[config.mk]
export PLATFORM = sky130hd
export DESIGN_NAME = serial_port_modem_handshake
export DESIGN_NICKNAME = d
export VERILOG_FILES = /design/src/core/serial_handshake_pkg.sv /design/src/core/serial_port_modem_handshake.sv
export VERILOG_INCLUDE_DIRS = /design/src /design/src/core
export SDC_FILE = /design/constraint.sdc
export NUM_CORES = 1
export LEC_CHECK = 0
export ABC_AREA = 1
export BUFFER_PORTS_ARGS = -buffer_cell sky130_fd_sc_hd__buf_2
export CAP_MARGIN = 0
export CORE_AREA = 2 2 39 41
export DETAILED_ROUTE_END_ITERATION = 7
export DIE_AREA = 0 0 41 43
export GPL_TIMING_DRIVEN = 0
export PLACE_DENSITY_LB_ADDON = 0.08
export SYNTH_ARGS = -nofsm -noshare
export SYNTH_HDL_FRONTEND = slang
export SYNTH_SLANG_ARGS = --single-unit
[constraint.sdc]
create_clock -name clk_i -period 0.8 [get_ports clk_i]
set_input_delay 0.2 -clock clk_i [delete_from_list [all_inputs] [get_ports clk_i]]
set_output_delay 0.2 -clock clk_i [all_outputs]
set_load 0.005 [all_outputs]
[src/core/serial_handshake_cfg.svh]
// Summary of operation
// - Modem-side port feeds terminal DTR into transceiver clear-to-send input.
// - Clear-to-send inactive: finish current character, then send nothing further.
// - Terminal-side port asserts DTR in reset, until the first clock samples transceiver RTS.
// - Transceiver RTS output driven low asserts DTR toward the modem.
// - Modem-side carrier detect only mirrors terminal DTR; no signal-quality test.
// - Terminal-side port ignores modem carrier detect entirely.
// - Modem-side port asserts CTS toward terminal whenever DTR is active.
// - Modem-side port asserts DSR toward terminal whenever DTR is active.
// - Terminal-side port asserts RTS toward the modem at power-up.
// - Modem grants with CTS; terminal-side port pauses sending while inactive.
`ifndef SERIAL_HANDSHAKE_CFG_SVH
`define SERIAL_HANDSHAKE_CFG_SVH

`define HS_SYNC_STAGES      2
`define HS_SYNC_RST         1'b0
`define HS_TERM_CTL_RST     3'h0
`define HS_XCVR1_CTS_N_RST  1'b1
`define HS_XCVR2_CTS_N_RST  1'b1
`define HS_TX_EN_RST        1'b0
`define HS_MODEM_DTR_RST    1'b1
`define HS_MODEM_RTS_RST    1'b1

`endif

[src/core/serial_handshake_pkg.sv]
package serial_handshake_pkg;

    // Lines driven back to the terminal on the modem-side port
    typedef struct packed {
        logic cts;
        logic dsr;
        logic dcd;
    } term_ctl_t;

    // Lines driven to the modem on the terminal-side port
    typedef struct packed {
        logic dtr;
        logic rts;
    } modem_ctl_t;

    // Per-port transceiver side: transmit gate and its clear-to-send input
    typedef struct packed {
        logic cts_n;
        logic tx_en;
    } xcvr_ctl_t;

endpackage : serial_handshake_pkg

[src/core/serial_port_modem_handshake.sv]
`timescale 1ns/1ns
`include "serial_handshake_cfg.svh"

module serial_port_modem_handshake #(
    parameter int SYNC_STAGES = `HS_SYNC_STAGES
) (
    // Clock and reset
    input  wire logic                             clk_i,
    input  wire logic                             rst_n_i,
    // Modem-side port: terminal pins (high = asserted)
    input  wire logic                             term_dtr_i,
    output serial_handshake_pkg::term_ctl_t       term_ctl_o,
    // Modem-side port: transceiver
    input  wire logic                             xcvr1_busy_i,
    output serial_handshake_pkg::xcvr_ctl_t       xcvr1_ctl_o,
    // Terminal-side port: modem pins (high = asserted)
    input  wire logic                             modem_cts_i,
    output serial_handshake_pkg::modem_ctl_t      modem_ctl_o,
    // Terminal-side port: transceiver
    input  wire logic                             xcvr2_rts_n_i,
    input  wire logic                             xcvr2_busy_i,
    output serial_handshake_pkg::xcvr_ctl_t       xcvr2_ctl_o
);
    import serial_handshake_pkg::*;

    // A single flop cannot settle a metastable pin
    generate
        if (SYNC_STAGES < 2) begin : g_bad_sync
            $error("SYNC_STAGES must be at least 2");
        end
    endgenerate

    // Reset images of the output groups
    localparam term_ctl_t  TERM_RST  = `HS_TERM_CTL_RST;
    localparam xcvr_ctl_t  XCVR1_RST = {`HS_XCVR1_CTS_N_RST, `HS_TX_EN_RST};
    localparam xcvr_ctl_t  XCVR2_RST = {`HS_XCVR2_CTS_N_RST, `HS_TX_EN_RST};
    localparam modem_ctl_t MODEM_RST = {`HS_MODEM_DTR_RST, `HS_MODEM_RTS_RST};

    // Asynchronous pins: bit 0 terminal DTR, bit 1 modem CTS
    localparam int NUM_IN = 2;

    logic [NUM_IN-1:0] pin_async;
    logic [NUM_IN-1:0] pin_sync;

    assign pin_async = {modem_cts_i, term_dtr_i};

    // Only the last stage is read; earlier ones may still be metastable
    genvar gi;
    generate
        for (gi = 0; gi < NUM_IN; gi++) begin : g_sync
            logic [SYNC_STAGES-1:0] stage_r;
            always_ff @(posedge clk_i or negedge rst_n_i) begin
                if (!rst_n_i) begin
                    stage_r <= {SYNC_STAGES{`HS_SYNC_RST}};
                end else begin
                    stage_r <= {stage_r[SYNC_STAGES-2:0],
                                pin_async[gi]};
                end
            end
            assign pin_sync[gi] = stage_r[SYNC_STAGES-1];
        end
    endgenerate

    // Synchronised levels
    logic dtr_seen;
    logic cts_seen;

    assign dtr_seen = pin_sync[0];
    assign cts_seen = pin_sync[1];

    // Busy and RTS come from the same clock, so they are used raw

    // Modem-side port registers
    logic term_cts_r;
    logic term_dsr_r;
    logic term_dcd_r;
    logic xcvr1_cts_n_r;
    logic xcvr1_tx_en_r;

    // Modem-side port next values
    logic term_cts_nxt;
    logic term_dsr_nxt;
    logic term_dcd_nxt;
    logic xcvr1_cts_n_nxt;
    logic xcvr1_tx_en_nxt;

    // Terminal-side port registers
    logic modem_dtr_r;
    logic modem_rts_r;
    logic xcvr2_cts_n_r;
    logic xcvr2_tx_en_r;

    // Terminal-side port next values
    logic modem_dtr_nxt;
    logic modem_rts_nxt;
    logic xcvr2_cts_n_nxt;
    logic xcvr2_tx_en_nxt;

    // Port 1 is always on-line, so all three simply mirror DTR
    assign term_cts_nxt = dtr_seen;
    assign term_dsr_nxt = dtr_seen;
    // No signal-quality test: carrier detect is only a DTR echo
    assign term_dcd_nxt = dtr_seen;

    // Transceiver clear-to-send input is active low: DTR gates sending
    assign xcvr1_cts_n_nxt = ~dtr_seen;
    // Gate only changes between characters so none is cut short
    assign xcvr1_tx_en_nxt = xcvr1_busy_i ? xcvr1_tx_en_r : dtr_seen;

    // Modem DTR and RTS track the transceiver RTS output (active low)
    assign modem_dtr_nxt = ~xcvr2_rts_n_i;
    assign modem_rts_nxt = ~xcvr2_rts_n_i;

    // Carrier detect has no port: only CTS decides whether to send
    assign xcvr2_cts_n_nxt = ~cts_seen;
    // Limitation: CTS dropped mid-character waits for that character
    assign xcvr2_tx_en_nxt = xcvr2_busy_i ? xcvr2_tx_en_r : cts_seen;

    // Modem-side port flops

    // Clear-to-send toward the terminal
    always_ff @(posedge clk_i or negedge rst_n_i) begin
        if (!rst_n_i) begin
            term_cts_r <= TERM_RST.cts;
        end else begin
            term_cts_r <= term_cts_nxt;
        end
    end

    // Data-set-ready toward the terminal
    always_ff @(posedge clk_i or negedge rst_n_i) begin
        if (!rst_n_i) begin
            term_dsr_r <= TERM_RST.dsr;
        end else begin
            term_dsr_r <= term_dsr_nxt;
        end
    end

    // Carrier detect toward the terminal
    always_ff @(posedge clk_i or negedge rst_n_i) begin
        if (!rst_n_i) begin
            term_dcd_r <= TERM_RST.dcd;
        end else begin
            term_dcd_r <= term_dcd_nxt;
        end
    end

    // Transceiver 1 clear-to-send input
    always_ff @(posedge clk_i or negedge rst_n_i) begin
        if (!rst_n_i) begin
            xcvr1_cts_n_r <= XCVR1_RST.cts_n;
        end else begin
            xcvr1_cts_n_r <= xcvr1_cts_n_nxt;
        end
    end

    // Transceiver 1 character gate
    always_ff @(posedge clk_i or negedge rst_n_i) begin
        if (!rst_n_i) begin
            xcvr1_tx_en_r <= XCVR1_RST.tx_en;
        end else begin
            xcvr1_tx_en_r <= xcvr1_tx_en_nxt;
        end
    end

    // Terminal-side port flops

    // DTR stands asserted in reset, until the first clock samples transceiver RTS
    always_ff @(posedge clk_i or negedge rst_n_i) begin
        if (!rst_n_i) begin
            modem_dtr_r <= MODEM_RST.dtr;
        end else begin
            modem_dtr_r <= modem_dtr_nxt;
        end
    end

    // RTS ready for the modem from power-up
    always_ff @(posedge clk_i or negedge rst_n_i) begin
        if (!rst_n_i) begin
            modem_rts_r <= MODEM_RST.rts;
        end else begin
            modem_rts_r <= modem_rts_nxt;
        end
    end

    // Transceiver 2 clear-to-send input
    always_ff @(posedge clk_i or negedge rst_n_i) begin
        if (!rst_n_i) begin
            xcvr2_cts_n_r <= XCVR2_RST.cts_n;
        end else begin
            xcvr2_cts_n_r <= xcvr2_cts_n_nxt;
        end
    end

    // Transceiver 2 character gate
    always_ff @(posedge clk_i or negedge rst_n_i) begin
        if (!rst_n_i) begin
            xcvr2_tx_en_r <= XCVR2_RST.tx_en;
        end else begin
            xcvr2_tx_en_r <= xcvr2_tx_en_nxt;
        end
    end

    // Outputs come straight from the flops

    // Terminal lines
    assign term_ctl_o.cts    = term_cts_r;
    assign term_ctl_o.dsr    = term_dsr_r;
    assign term_ctl_o.dcd    = term_dcd_r;

    // Transceiver 1
    assign xcvr1_ctl_o.cts_n = xcvr1_cts_n_r;
    assign xcvr1_ctl_o.tx_en = xcvr1_tx_en_r;

    // Modem lines
    assign modem_ctl_o.dtr   = modem_dtr_r;
    assign modem_ctl_o.rts   = modem_rts_r;

    // Transceiver 2
    assign xcvr2_ctl_o.cts_n = xcvr2_cts_n_r;
    assign xcvr2_ctl_o.tx_en = xcvr2_tx_en_r;

endmodule : serial_port_modem_handshake

==> results_dict.tcl <==
set metrics [dict create \
    run_status "finished, violations left" \
    violations "setup timing" \
    cpPeakStageDelay_ns 0.53 \
    die_x_um 41 \
    syn_avg_cell_area_um2 12.1 \
    ys_ff_latch 10 \
    post-place-ws_ns -0.0939 \
    vdd_drop_max_mv 1.08 \
    yosysMostFrequentCell "buf_4" \
    finalPower_mw 1.02 \
    cts.sinks 10 \
    clk_path_buf_depth 2 \
    synth_edf_count 0 \
    critPathKind "flop to primary output" \
    start_util_pct 26.2 \
    slowest_stage "dfstp_2" \
    grt_overflow_total 0 \
    final_core_util_pct 38.0 \
    r2r_slack_ns 0.19 \
    drv_cap 0 \
    fin_crit_sh_pct 144 \
    core_area_um2 1380 \
    die-area_um2 1760 \
    synth_top_area_share_pct 48.3 \
    stdcell_area_um2 526 \
    grtUsageTotal_pct 7.34 \
    use_met3_pct 3.14 \
    wl_per_cell_um 7.97 \
    yosys_warnings 0 \
    hp-class "primary input to flop" \
    worst_slew_pin_slew_ns 0.220 \
    yosysSeqAreaShare_pct 70.0 \
    critical_path.cell_chain "buf_4 -> buf_6" \
    drtIter0Drc 1 \
    via_per_inst 3.69 \
    powerDensity_nw_per_um2 1940 \
    fin_crit_ns 1.15 \
    placed_cell_area_um2 458 \
    synth.cell_area_um2 363 \
    holdCritStartpoint "term_dtr_i" \
    use_met2_pct 11.6 \
    slew_violations 0 \
    drive_gt1_share_pct 56.5 \
    root_buffer "clkbuf_4" \
    pin_count 16 \
    clk_pin_slew_ns 0.06 \
    ys_top_cells_by_count "9 x buf_4, 7 x dfrtp_1, 6 x nand2_1" \
    layout_setup_ws_ns -0.352 \
    path_max_fanout 2 \
    synthesis.nets 37 \
    cts_buffers 3 \
    r2r_start "g_sync[0].stage_r[1]" \
    clkLatencyLatePin_ns 0.25 \
    min_path_cells 1 \
    synth_area_leader_cell "dfrtp_1" \
    synth_area_leaders "dfrtp_1 48%, dfstp_2 22%, buf_4 19%" \
    crit_path_start_kind "flop" \
    rsz0062_at_grt "yes" \
    synth_cell_types 5 \
    h-tree-depth 1 \
    die_h_um 43 \
    antenna_left 0 \
    routed_wl_um 494 \
    fin_skew_ns 0.000300 \
    dr.pass1.iters 2 \
    worstReg2RegEnd "xcvr1_tx_en_r" \
    required_ns 0.60 \
    antennaDiodeCount 0 \
    dpl.hpwl_um 388 \
    vias 229 \
    cts_tree "built" \
    cp_data_arrival_time_ns 0.95 \
    crit_path_end_kind "primary output" \
    hold_viol 0 \
    ys_async_sr_fraction_pct 100 \
    gp_congestion 0.666 \
    grt_pass1_wl_um 800 \
    synthFlopType "dfrtp_1" \
    min_to "g_sync[0].stage_r[0]" \
    synthToLayoutAreaGrowth_pct 44.8 \
    drc 0 \
    relSlewSlack_pct 85.3 \
    postCtsSetupRepairBufs 0 \
    first_global_vias 229 \
    leakage_nw 0.281 \
    finalSetupViolations 9 \
    num_rows 14 \
    reg2regPathDepth 2 \
    grt_max_degree 11 \
    grt_busiest_layer "met2" \
    syn_inst 30 \
    met1_usage_pct 5.74 \
    antenna_found_initial 0 \
    max_freq_mhz 868 \
    place.port_buffers 15 \
    crit_buf_inv 2 \
    critPathTopFamily "flip-flops" \
    finalNetCount 54 \
]
## repair_timing
item,CTS,global route
endpoints found under the hold margin,7,0
endpoints found under the setup margin,9,9
hold buffers,1,0
gates cloned,0,0
gates resized for setup,11,0
pin swaps,0,0
## per-layer routing
metal / up-vias / part of all wire [%]
li1: 108 / -
met1: 110 / 33
met2: 11 / 59
met3: 0 / 7.7
met4: 0 / 0
met5: - / 0
## where the power goes
part	leakage (nW)	switching, mW	internal (mW)	total, mW
Clock	0.0150	0.150	0.192	0.341
Combinational	0.152	0.0393	0.0813	0.121
Sequential	0.114	0.0163	0.542	0.558
## cell usage in the layout (no fill, tap or decap)
cell type	netlist	layout
buf_6	0	11
dfrtp_1	7	7
buf_2	0	7
nand2_1	6	6
inv_1	5	5
clkbuf_4	0	3
dfstp_2	3	3
buf_4	9	2
clkbuf_1	0	1
dlygate4sd3_1	0	1
## worst reg2reg max path, cell delays in order, from the launching register on
cell	delay, ns
dfrtp_1	0.39
nand2_1	0.07
nand2_1	0.04
## registers in the layout, indices dropped and copies added (netlist names)
signal / count
g_sync.stage_r: 4
modem_rts_r: 1
term_cts_r: 1
xcvr1_cts_n_r: 1
xcvr1_tx_en_r: 1
xcvr2_cts_n_r: 1
xcvr2_tx_en_r: 1
## cell type report
type,count,area (um^2)
clock buffers,4,26.3
plain buffers,5,48.8
flip-flops and latches,10,254
multi-input cells,6,22.5
inverters,5,18.8
fillers,152,858
repair buffers,16,135
well taps,16,20.0
## worst max path at each step
stage                     slack [ns]  depth (start not counted)         from        endpoint
final                          -0.35                          2  modem_rts_r  modem_ctl_o[1]
after global placement         -0.09                          2  modem_rts_r  modem_ctl_o[1]
after floorplan                0.002                          1  modem_rts_r  modem_ctl_o[0]
after detailed placement       -0.09                          2  modem_rts_r  modem_ctl_o[1]
after CTS                      -0.37                          2  modem_rts_r  modem_ctl_o[1]
after global routing           -0.40                          2  modem_rts_r  modem_ctl_o[1]
## logic make-up (layout without fill, tap and decap cells)
kind of cell	count (synthesis)	after routing	share of synthesized area [%]
and+or+nand+nor	6	6	6.21
DFF	10	10	70.0
buffers and inverters	14	30	23.8
## per-stage QoR
step	setup TNS, ns	hold slack (ns)	std cells
3_5_place_dp	-0.412	0.0698	61
4_1_cts	-2.62	0.0343	62
6_report	-2.45	0.0447	62
2_1_floorplan	0	-0.0956	30
5_1_grt	-2.87	0.0258	62
3_3_place_gp	-0.336	0.0607	61
Note: power is estimated with default switching activity, not from simulation.
